==> config.mk <==
export PLATFORM = sky130hd
export DESIGN_NAME = fcs_host
export DESIGN_NICKNAME = d
export VERILOG_FILES = /design/src/hdl/fcs_pkg.sv /design/src/hdl/fcs_host.sv
export SDC_FILE = /design/constraint.sdc
export NUM_CORES = 1
export LEC_CHECK = 0
export BUFFER_PORTS_ARGS = -buffer_cell sky130_fd_sc_hd__buf_2
export CAP_MARGIN = 0
export CORE_MARGIN = 4
export CORE_UTILIZATION = 50
export CTS_BUF_LIST = sky130_fd_sc_hd__clkbuf_8
export DETAILED_ROUTE_END_ITERATION = 10
export GPL_ROUTABILITY_DRIVEN = 0
export HOLD_SLACK_MARGIN = 0.02
export PLACE_DENSITY = 0.71
export SLEW_MARGIN = 30
export SYNTH_ARGS = -nofsm -noshare
export SYNTH_HDL_FRONTEND = slang
export SYNTH_SLANG_ARGS = --single-unit
==> constraint.sdc <==
create_clock -name I_CLK -period 2.7 [get_ports I_CLK]
set_clock_uncertainty 0.2 [all_clocks]
set_input_delay 0.135 -clock I_CLK [delete_from_list [all_inputs] [get_ports I_CLK]]
set_output_delay 0.135 -clock I_CLK [all_outputs]
set_load 0.03 [all_outputs]
==> src/hdl/fcs_pkg.sv <==
// Constants, types and register map of the flash command host controller.
package fcs_pkg;
    localparam int CLK_MHZ  = 125;
    localparam int T_WE_NS  = 50;
    localparam int T_ACC_NS = 80;
    localparam int T_RP_NS  = 100;
    localparam int WE_CYC   = (T_WE_NS * CLK_MHZ + 999) / 1000;
    localparam int ACC_CYC  = (T_ACC_NS * CLK_MHZ + 999) / 1000;
    localparam int RP_CYC   = (T_RP_NS * CLK_MHZ + 999) / 1000;
    localparam int SYNC_LEN = 3;
    localparam logic [7:0] WR_END = 8'(WE_CYC + 3);
    localparam logic [7:0] RD_END = 8'(ACC_CYC + SYNC_LEN);
    localparam logic [7:0] RP_END = 8'(RP_CYC);
    localparam logic [7:0] CMD_ARRAY    = 8'hff;
    localparam logic [7:0] CMD_IDENT    = 8'h90;
    localparam logic [7:0] CMD_STATUS   = 8'h70;
    localparam logic [7:0] CMD_CLEAR    = 8'h50;
    localparam logic [7:0] CMD_PROG     = 8'h40;
    localparam logic [7:0] CMD_PROG_ALT = 8'h10;
    localparam logic [7:0] CMD_ERASE    = 8'h20;
    localparam logic [7:0] CMD_CONFIRM  = 8'hd0;
    localparam logic [7:0] CMD_SUSPEND  = 8'hb0;
    localparam int SR_READY = 7;
    localparam int SR_SUSP  = 6;
    localparam int SR_VLOW  = 3;
    localparam logic [7:0] REG_CTRL  = 8'h00;
    localparam logic [7:0] REG_ADDR  = 8'h04;
    localparam logic [7:0] REG_WDATA = 8'h08;
    localparam logic [7:0] REG_STAT  = 8'h0c;
    localparam logic [7:0] REG_RDATA = 8'h10;
    localparam int CTRL_BYTE = 8;
    localparam int CTRL_BOOT = 9;
    localparam int CTRL_ALT  = 10;
    localparam int STAT_SR_LSB = 8;
    typedef enum logic [3:0] {
        OP_READ, OP_IDENT, OP_STATUS, OP_CLEAR, OP_PROG,
        OP_ERASE, OP_SUSP, OP_RESUME, OP_NULL, OP_RESET
    } fcs_op_t;
    typedef enum logic [2:0] {
        S_IDLE = 3'h0,
        S_W1   = 3'h1,
        S_W2   = 3'h3,
        S_POLL = 3'h2,
        S_RD   = 3'h6,
        S_RST  = 3'h4
    } fcs_st_t;
    typedef struct packed {
        logic rp_n;
        logic ce_n;
        logic oe_n;
        logic we_n;
    } fcs_ctl_t;
    localparam fcs_ctl_t CTL_RESET = 4'h7;
endpackage

==> src/hdl/fcs_host.sv <==
// Host controller that sequences commands into a parallel flash through its pins.
// Function
// - Device starts in array read; host writes FFH to return there.
// - Program setup 40H or 10H, then address and data next cycle.
// - Boot block programs only with write-protect high or reset at high voltage.
// - A data cycle of all ones cancels a program setup.
// - Erase is 20H then D0H with an address in the block.
// - In suspend only array read, resume and status read are allowed.
//
// Local design decisions: the address map and strobed register access.
module fcs_host
    import fcs_pkg::*;
#(
    parameter int AW = 18,
    parameter int DW = 16
) (
    input  wire logic          I_CLK,
    input  wire logic          I_RSTN,
    input  wire logic [7:0]    I_ADDR,
    input  wire logic [31:0]   I_WDATA,
    input  wire logic          I_WR,
    input  wire logic          I_RD,
    output logic [31:0]        O_RDATA,
    output fcs_ctl_t           O_CTL,
    output logic [AW-1:0]      O_FA,
    output logic [DW-1:0]      O_DQ,
    output logic               O_DQ_OE_N,
    input  wire logic [DW-1:0] I_DQ,
    output logic               O_BYTE_N,
    output logic               O_WP,
    output logic               O_VPP_EN
);
    fcs_st_t         st_reg;
    fcs_op_t         op_reg;
    logic [7:0]      cnt_reg;
    logic            go_reg;
    logic            byte_reg;
    logic            boot_reg;
    logic            alt_reg;
    logic [31:0]     addr_reg;
    logic [DW-1:0]   wdata_reg;
    logic            refused_reg;
    logic            array_reg;
    logic            susp_reg;
    logic            erun_reg;
    logic [7:0]      sr_reg;
    logic [DW-1:0]   rdat_reg;
    logic [DW-1:0]   s1_reg;
    logic [DW-1:0]   s2_reg;
    logic [DW-1:0]   s3_reg;
    fcs_ctl_t        ctl_reg;
    logic [DW-1:0]   dq_reg;
    logic            dq_oe_n_reg;
    logic            vpp_reg;
    logic [31:0]     rdata_reg;
    fcs_op_t         new_op;
    logic            ctrl_wr;
    logic            accept;
    logic            wr_st;
    logic            rd_st;
    logic            w1_end;
    logic            rd_done;
    logic [7:0]      w1_cmd;
    logic [DW-1:0]   w2_data;
    fcs_st_t         after_w1;

    function automatic logic op_ok(fcs_op_t op, logic susp, logic erun, logic vlow);
        logic ok;
        ok = 1'b0;
        case (op)
            OP_RESET:  ok = 1'b1;
            OP_STATUS: ok = 1'b1;
            OP_SUSP:   ok = erun && !susp;
            OP_RESUME: ok = susp;
            OP_READ:   ok = !erun;
            OP_IDENT:  ok = !erun && !susp;
            OP_CLEAR:  ok = !erun && !susp;
            OP_PROG:   ok = !erun && !susp && !vlow;
            OP_ERASE:  ok = !erun && !susp && !vlow;
            OP_NULL:   ok = !erun && !susp && !vlow;
            default:   ok = 1'b0;
        endcase
        return ok;
    endfunction

    assign new_op  = fcs_op_t'(I_WDATA[3:0]);
    assign ctrl_wr = I_WR && (I_ADDR == REG_CTRL);
    // Mirrors the device's suspend, erase-running and low-voltage gating; boot-block and bad-supply refusals still reach the pins.
    assign accept  = ctrl_wr && st_reg == S_IDLE && !go_reg
                     && op_ok(new_op, susp_reg, erun_reg, sr_reg[SR_VLOW]);
    assign wr_st   = (st_reg == S_W1) || (st_reg == S_W2);
    assign rd_st   = (st_reg == S_RD) || (st_reg == S_POLL);
    assign w1_end  = (st_reg == S_W1) && (cnt_reg == WR_END);
    assign rd_done = rd_st && (cnt_reg == RD_END) && (s2_reg == s3_reg);

    always_comb begin
        case (op_reg)
            OP_READ:   w1_cmd = CMD_ARRAY;
            OP_IDENT:  w1_cmd = CMD_IDENT;
            OP_STATUS: w1_cmd = CMD_STATUS;
            OP_CLEAR:  w1_cmd = CMD_CLEAR;
            OP_PROG:   w1_cmd = alt_reg ? CMD_PROG_ALT : CMD_PROG;
            OP_NULL:   w1_cmd = CMD_PROG;
            OP_ERASE:  w1_cmd = CMD_ERASE;
            OP_SUSP:   w1_cmd = CMD_SUSPEND;
            OP_RESUME: w1_cmd = CMD_CONFIRM;
            default:   w1_cmd = CMD_STATUS;
        endcase
    end

    always_comb begin
        case (op_reg)
            OP_ERASE: w2_data = DW'(CMD_CONFIRM);
            OP_NULL:  w2_data = byte_reg ? DW'(8'hff) : '1;
            default:  w2_data = wdata_reg;
        endcase
    end

    always_comb begin
        case (op_reg)
            OP_PROG, OP_ERASE, OP_NULL:  after_w1 = S_W2;
            OP_READ, OP_IDENT, OP_STATUS: after_w1 = S_RD;
            OP_SUSP:                      after_w1 = S_POLL;
            default:                      after_w1 = S_IDLE;
        endcase
    end

    // Software side: configuration and the launch of one operation at a time.
    always_ff @(posedge I_CLK or negedge I_RSTN) begin
        if (!I_RSTN) begin
            op_reg    <= OP_READ;
            go_reg    <= 1'b0;
            byte_reg  <= 1'b0;
            boot_reg  <= 1'b0;
            alt_reg   <= 1'b0;
            addr_reg  <= 32'h0;
            wdata_reg <= '0;
        end else begin
            go_reg <= accept;
            if (accept) begin
                op_reg   <= new_op;
                byte_reg <= I_WDATA[CTRL_BYTE];
                boot_reg <= I_WDATA[CTRL_BOOT];
                alt_reg  <= I_WDATA[CTRL_ALT];
            end
            if (I_WR && I_ADDR == REG_ADDR && st_reg == S_IDLE) begin
                addr_reg <= I_WDATA;
            end
            if (I_WR && I_ADDR == REG_WDATA && st_reg == S_IDLE) begin
                wdata_reg <= I_WDATA[DW-1:0];
            end
        end
    end

    always_ff @(posedge I_CLK or negedge I_RSTN) begin
        if (!I_RSTN) begin
            refused_reg <= 1'b0;
        end else if (ctrl_wr && !accept) begin
            refused_reg <= 1'b1;
        end else if (I_WR && I_ADDR == REG_STAT) begin
            refused_reg <= 1'b0;
        end
    end

    // Sequencer: a reset pulse, or up to two bus writes, then a read, a poll, or nothing.
    always_ff @(posedge I_CLK or negedge I_RSTN) begin
        if (!I_RSTN) begin
            st_reg  <= S_RST;
            cnt_reg <= 8'h00;
        end else begin
            case (st_reg)
                S_IDLE: begin
                    cnt_reg <= 8'h00;
                    if (go_reg) begin
                        if (op_reg == OP_RESET) begin
                            st_reg <= S_RST;
                        end else if ((op_reg == OP_READ && array_reg)
                                     || (op_reg == OP_STATUS && erun_reg)) begin
                            st_reg <= S_RD;
                        end else begin
                            st_reg <= S_W1;
                        end
                    end
                end
                S_W1, S_W2: begin
                    if (cnt_reg == WR_END) begin
                        cnt_reg <= 8'h00;
                        // Erase goes back to idle at once so that a suspend can still reach it.
                        st_reg  <= (st_reg == S_W1) ? after_w1
                                   : (op_reg == OP_ERASE) ? S_IDLE : S_POLL;
                    end else begin
                        cnt_reg <= cnt_reg + 8'h01;
                    end
                end
                S_RD, S_POLL: begin
                    if (cnt_reg != RD_END) begin
                        cnt_reg <= cnt_reg + 8'h01;
                    end else if (s2_reg == s3_reg) begin
                        cnt_reg <= 8'h00;
                        // Busy polls loop with output enable toggled so status refreshes.
                        if (st_reg == S_RD || s3_reg[SR_READY]) begin
                            st_reg <= S_IDLE;
                        end
                    end
                end
                S_RST: begin
                    if (cnt_reg == RP_END) begin
                        cnt_reg <= 8'h00;
                        st_reg  <= S_IDLE;
                    end else begin
                        cnt_reg <= cnt_reg + 8'h01;
                    end
                end
                default: begin
                    st_reg  <= S_IDLE;
                    cnt_reg <= 8'h00;
                end
            endcase
        end
    end

    // Host view of the device mode and its last status.
    always_ff @(posedge I_CLK or negedge I_RSTN) begin
        if (!I_RSTN) begin
            array_reg <= 1'b1;
            susp_reg  <= 1'b0;
            erun_reg  <= 1'b0;
            sr_reg    <= 8'h80;
            rdat_reg  <= '0;
        end else if (st_reg == S_RST) begin
            array_reg <= 1'b1;
            susp_reg  <= 1'b0;
            erun_reg  <= 1'b0;
            sr_reg    <= 8'h80;
        end else begin
            if (w1_end) begin
                array_reg <= (op_reg == OP_READ);
                if (op_reg == OP_CLEAR) begin
                    sr_reg[5:3] <= 3'h0;
                end
                if (op_reg == OP_RESUME) begin
                    susp_reg <= 1'b0;
                    erun_reg <= 1'b1;
                end
            end
            if (st_reg == S_W2 && cnt_reg == WR_END && op_reg == OP_ERASE) begin
                erun_reg <= 1'b1;
            end
            if (rd_done) begin
                rdat_reg <= s3_reg;
                if (st_reg == S_POLL || op_reg == OP_STATUS) begin
                    sr_reg <= s3_reg[7:0];
                    if (s3_reg[SR_READY]) begin
                        erun_reg <= 1'b0;
                        if (op_reg == OP_SUSP) begin
                            susp_reg <= s3_reg[SR_SUSP];
                        end
                    end
                end
            end
        end
    end

    // Three-stage capture of the data pins; a value counts once stages two and three agree.
    always_ff @(posedge I_CLK or negedge I_RSTN) begin
        if (!I_RSTN) begin
            s1_reg <= '0;
            s2_reg <= '0;
            s3_reg <= '0;
        end else begin
            s1_reg <= I_DQ;
            s2_reg <= s1_reg;
            s3_reg <= s2_reg;
        end
    end

    // Pin timing. Write enable is kept inside chip enable on both edges for margin.
    always_ff @(posedge I_CLK or negedge I_RSTN) begin
        if (!I_RSTN) begin
            ctl_reg     <= CTL_RESET;
            dq_reg      <= '0;
            dq_oe_n_reg <= 1'b1;
            vpp_reg     <= 1'b0;
        end else begin
            ctl_reg.rp_n <= (st_reg != S_RST);
            ctl_reg.ce_n <= !((wr_st && cnt_reg != 8'h00 && cnt_reg != WR_END)
                              || (rd_st && cnt_reg != 8'h00));
            ctl_reg.we_n <= !(wr_st && cnt_reg >= 8'h02 && cnt_reg <= WR_END - 8'h02);
            ctl_reg.oe_n <= !(rd_st && cnt_reg != 8'h00);
            dq_reg       <= (st_reg == S_W2) ? w2_data : DW'(w1_cmd);
            dq_oe_n_reg  <= !wr_st;
            vpp_reg      <= (st_reg == S_W2) || (st_reg == S_POLL) || erun_reg;
        end
    end

    always_ff @(posedge I_CLK or negedge I_RSTN) begin
        if (!I_RSTN) begin
            rdata_reg <= 32'h0;
        end else if (I_RD) begin
            case (I_ADDR)
                REG_CTRL:  rdata_reg <= {21'h0, alt_reg, boot_reg, byte_reg, 4'h0, op_reg};
                REG_ADDR:  rdata_reg <= addr_reg;
                REG_WDATA: rdata_reg <= 32'(wdata_reg);
                REG_STAT:  rdata_reg <= {16'h0, sr_reg, 3'h0, erun_reg, array_reg,
                                         susp_reg, refused_reg, st_reg != S_IDLE || go_reg};
                REG_RDATA: rdata_reg <= 32'(rdat_reg);
                default:   rdata_reg <= 32'h0;
            endcase
        end else begin
            rdata_reg <= 32'h0;
        end
    end

    assign O_RDATA   = rdata_reg;
    assign O_CTL     = ctl_reg;
    // Erase takes its block from the upper address bits of this same bus.
    assign O_FA      = addr_reg[AW-1:0];
    assign O_DQ      = dq_reg;
    assign O_DQ_OE_N = dq_oe_n_reg;
    assign O_BYTE_N  = !byte_reg;
    assign O_WP      = boot_reg;
    assign O_VPP_EN  = vpp_reg;

    logic [7:0] we_low_cnt;
    always_ff @(posedge I_CLK or negedge I_RSTN) begin
        if (!I_RSTN) begin
            we_low_cnt <= 8'h00;
        end else begin
            we_low_cnt <= ctl_reg.we_n ? 8'h00 : we_low_cnt + 8'h01;
        end
    end

    a_we_oe_excl: assert property (@(posedge I_CLK) disable iff (!I_RSTN)
        !(!O_CTL.we_n && !O_CTL.oe_n)) else $error("write and output enable both low");
    a_we_width: assert property (@(posedge I_CLK) disable iff (!I_RSTN)
        $rose(O_CTL.we_n) |-> we_low_cnt == 8'(WE_CYC)) else $error("write pulse width wrong");
    a_prog_follow: assert property (@(posedge I_CLK) disable iff (!I_RSTN)
        w1_end && op_reg == OP_PROG |=> st_reg == S_W2) else $error("program data cycle missing");
    a_null_data: assert property (@(posedge I_CLK) disable iff (!I_RSTN)
        st_reg == S_W2 && op_reg == OP_NULL && cnt_reg == 8'h03 |->
        O_DQ == (byte_reg ? DW'(8'hff) : {DW{1'b1}})) else $error("null write value wrong");
    a_erase_confirm: assert property (@(posedge I_CLK) disable iff (!I_RSTN)
        st_reg == S_W2 && op_reg == OP_ERASE && !O_CTL.we_n |-> O_DQ[7:0] == CMD_CONFIRM)
        else $error("erase confirm code wrong");
    a_vlow_refuse: assert property (@(posedge I_CLK) disable iff (!I_RSTN)
        ctrl_wr && st_reg == S_IDLE && sr_reg[SR_VLOW]
        && (new_op == OP_PROG || new_op == OP_ERASE) |=> !go_reg && refused_reg)
        else $error("program accepted with voltage flag set");
    a_susp_only: assert property (@(posedge I_CLK) disable iff (!I_RSTN)
        susp_reg && go_reg |-> op_reg inside {OP_READ, OP_RESUME, OP_STATUS, OP_RESET})
        else $error("illegal command in suspend");
    a_reset_array: assert property (@(posedge I_CLK) disable iff (!I_RSTN)
        st_reg == S_RST && cnt_reg == RP_END |=> array_reg && !O_CTL.rp_n ##1 O_CTL.rp_n)
        else $error("reset did not restore array mode");
    a_poll_ready: assert property (@(posedge I_CLK) disable iff (!I_RSTN)
        rd_done && st_reg == S_POLL && !s3_reg[SR_READY] |=> st_reg == S_POLL)
        else $error("poll ended while busy");
endmodule

==> flow_metrics.env <==
export IMPL_clock_path_buffers=2
export IMPL_clk_pin_slew_worst_paths_ns=0.10
export IMPL_met3_usage_pct=3.75
export IMPL_area_growth_pct=22.7
export IMPL_dp_final_hpwl_um=14100
export IMPL_timing_rr_start="s3_reg[7]"
export IMPL_synth_distinct_cells=64
export IMPL_synthTopCellsByCount="190 x dfrtp_1, 65 x mux2_2, 50 x a21oi_1, 48 x nand2_1, 26 x clkbuf_1"
export IMPL_worstPathCellList="xor2_1 > nor4_1 > and4_1 > nand2_1 > buf_4 > mux2_2"
export IMPL_synth_area_um2=8120
export IMPL_postRouteAntennaNets=0
export IMPL_viasPerCell=5.56
export IMPL_dieArea_um2=18300
export IMPL_relSlewSlack_pct=45.4
export IMPL_required_ns=2.85
export IMPL_ff_latch_area_um2=4940
export IMPL_initial_utilization_pct=51.1
export IMPL_drv_cap=0
export IMPL_drv_slew=0
export IMPL_critPathKind="reg2reg"
export IMPL_cts_sinks=197
export IMPL_cts_buffers=17
export IMPL_power_density_nw_per_um2=589
export IMPL_crit_buf_inv=1
export IMPL_insertedDiodeCount=0
export IMPL_cts_tree="yes"
export IMPL_period_needed_ns=2.35
export IMPL_slowest_stage="dfrtp_1"
export IMPL_io_pins=134
export IMPL_cts_root_buf="clkbuf_8"
export IMPL_tns_ns=0
export IMPL_timing_rr_end="rdat_reg[9]"
export IMPL_seq_area_frac_synth_pct=60.8
export IMPL_busiest_layer="met2"
export IMPL_use_met1_pct=27.5
export IMPL_drc=0
export IMPL_placed_cells=970
export IMPL_slowest_delay_ns=0.50
export IMPL_leakagePower_nw=5.02
export IMPL_drtPass1Iterations=5
export IMPL_first_global_vias=5992
export IMPL_gr_total_overflow=0
export IMPL_period_share_pct=87.1
export IMPL_max_freq_mhz=425
export IMPL_r2r_setup_slack_ns=0.35
export IMPL_setup_viol=0
export IMPL_drive_gt1_share_pct=33.7
export IMPL_cp_endpoint="rdat_reg[9]"
export IMPL_syn_num_nets=713
export IMPL_io_buffers=133
export IMPL_routedWlPerCell_um=18.2
export IMPL_vias=5875
export IMPL_syn_inst=649
export IMPL_synth_top_area_share_pct=58.6
export IMPL_multi_input_area_um2=2840
export IMPL_ys_flop_type="dfrtp_1"
export IMPL_max_slew_worst_pin_slew_ns=0.819
export IMPL_hp_class="in2async"
export IMPL_wirelength_um=19200
export IMPL_worstSkewPairLatency_ns=0.46
export IMPL_synth_area_leaders="dfrtp_1 59%, mux2_2 9.0%, a21oi_1 3.1%"
export IMPL_grt_use_total_pct=21.6
export IMPL_grt_antenna_before_repair=0
export IMPL_dieWidth_um=135
export IMPL_worst_path_max_fanout=15
export IMPL_cp_depth=6
export IMPL_fillers=1243
export IMPL_critPathTopFamily="simple AND/OR/NAND/NOR gates"
export IMPL_postLayoutCellArea_um2=9970
export IMPL_synth_enable_flop_cells=0
export IMPL_synthArstFlopShare_pct=100
export IMPL_core_area_um2=15900
export IMPL_synth_top_cell_by_area="dfrtp_1"
export IMPL_final_nets=891
export IMPL_yosys_warnings=0
export IMPL_power_total_w=0.00587
export IMPL_layout_cells_non_filler=1056
export IMPL_holdWs_ns=0.0486
export IMPL_cp_start_kind="flop"
export IMPL_ys_seq_elements=197
export IMPL_cp_arrival_ns=2.50
export IMPL_irDropWorstVdd_mv=0.292
export IMPL_grtUsageMet2_pct=36.7
export IMPL_syn_area_per_cell_um2=12.5
export IMPL_crit_path_end_kind="flop"
export IMPL_fp_row_count=46
export IMPL_die_h_um=135
export IMPL_htreeDepth=4
export IMPL_grt_max_degree=78
export IMPL_cp_startpoint="s3_reg[7]"
export IMPL_drt_iter0_markers=462
export IMPL_grt_pass1_wl_um=30800
export IMPL_status="complete, no violations"
export IMPL_synth_most_common_cell="dfrtp_1"
export IMPL_reg2regPathDepth=6
export IMPL_hold_viol=0
export IMPL_place_area_um2=9000
export IMPL_rsz0062_at_grt="false"
==> worst min-delay path by stage <==
stage | start | end | slack, ns
after floorplan | I_RSTN | O_CTL[3] | -0.36
after global placement | I_RSTN | O_DQ[2] | 0.006
after detailed placement | I_RSTN | O_DQ[7] | 0.008
after CTS | I_ADDR[5] | op_reg[2] | 0.03
after global routing | I_ADDR[5] | O_RDATA[11] | 0.05
final | I_RSTN | O_DQ[5] | 0.05
==> kinds of logic (layout without fill, tap and decap cells) <==
kind of cell             count (synthesis)  count (layout)  share of synthesized area [%]
flip-flops                             197             197                           60.8
multiplexers                            82              82                           11.5
AND/OR/NAND/NOR                        146             146                           9.89
XOR/XNOR                                22              22                           2.37
adder cells (fa/ha/maj)                  4               4                          0.616
AO/OA/AOI/OAI                          127             127                           10.5
buffers and inverters                   71             262                           4.30
==> report_power, final <==
part / internal (W) / switching, W
logic: 0.000292 / 0.000350
registers: 0.00311 / 0.000172
clock network: 0.000873 / 0.00107
total: 0.00428 / 0.00159
==> repair_timing <==
action,in CTS,in global routing
hold buffers,54,0
endpoints found under the hold margin,260,0
gates resized for setup,0,0
buffers inserted,0,0
==> cells in the final DEF, fill, tap and decap left out, types with 15 or more instances in the layout <==
| cell | instances |
|---|---|
| nor2_1 | 15 |
| buf_2 | 132 |
| and3_1 | 21 |
| clkbuf_8 | 22 |
| inv_1 | 15 |
| buf_4 | 27 |
| dlygate4sd3_1 | 54 |
| nand2_1 | 48 |
| mux2_2 | 65 |
| xor2_1 | 19 |
| dfrtp_1 | 190 |
| a21oi_1 | 50 |
==> metal layers <==
metal / vias up / share of wire, % / wire length, um
met1: 2929 / 41 / 7870
met2: 236 / 50 / 9630
met4: 0 / 3.0 / 580
li1: 2666 / - / -
met3: 44 / 5.9 / 1130
met5: - / 0 / 0
==> area by class of cell <==
cell class | count | area share [%]
Clock buffer | 21 | 2.90
Inverter | 15 | 0.565
Tap cell | 216 | 2.71
Sequential cell | 197 | 49.6
Timing Repair Buffer | 215 | 14.4
Clock inverter | 11 | 1.37
Multi-Input combinational cell | 381 | 28.5
==> metrics by stage <==
stage	setup WS [ns]	util [%]
after global placement	0.342	56.7
final	0.347	62.7
after floorplan	0.447	-
after CTS	0.312	62.7
after detailed placement	0.259	56.7
after global routing	0.168	62.7
==> worst register-to-register path: stages, from the launching register on <==
cell     delay [ns]
dfrtp_1        0.50
xor2_1         0.20
nor4_1         0.40
and4_1         0.34
nand2_1        0.10
buf_4          0.21
mux2_2         0.29
No activity file was read; power rests on OpenSTA's default activity.
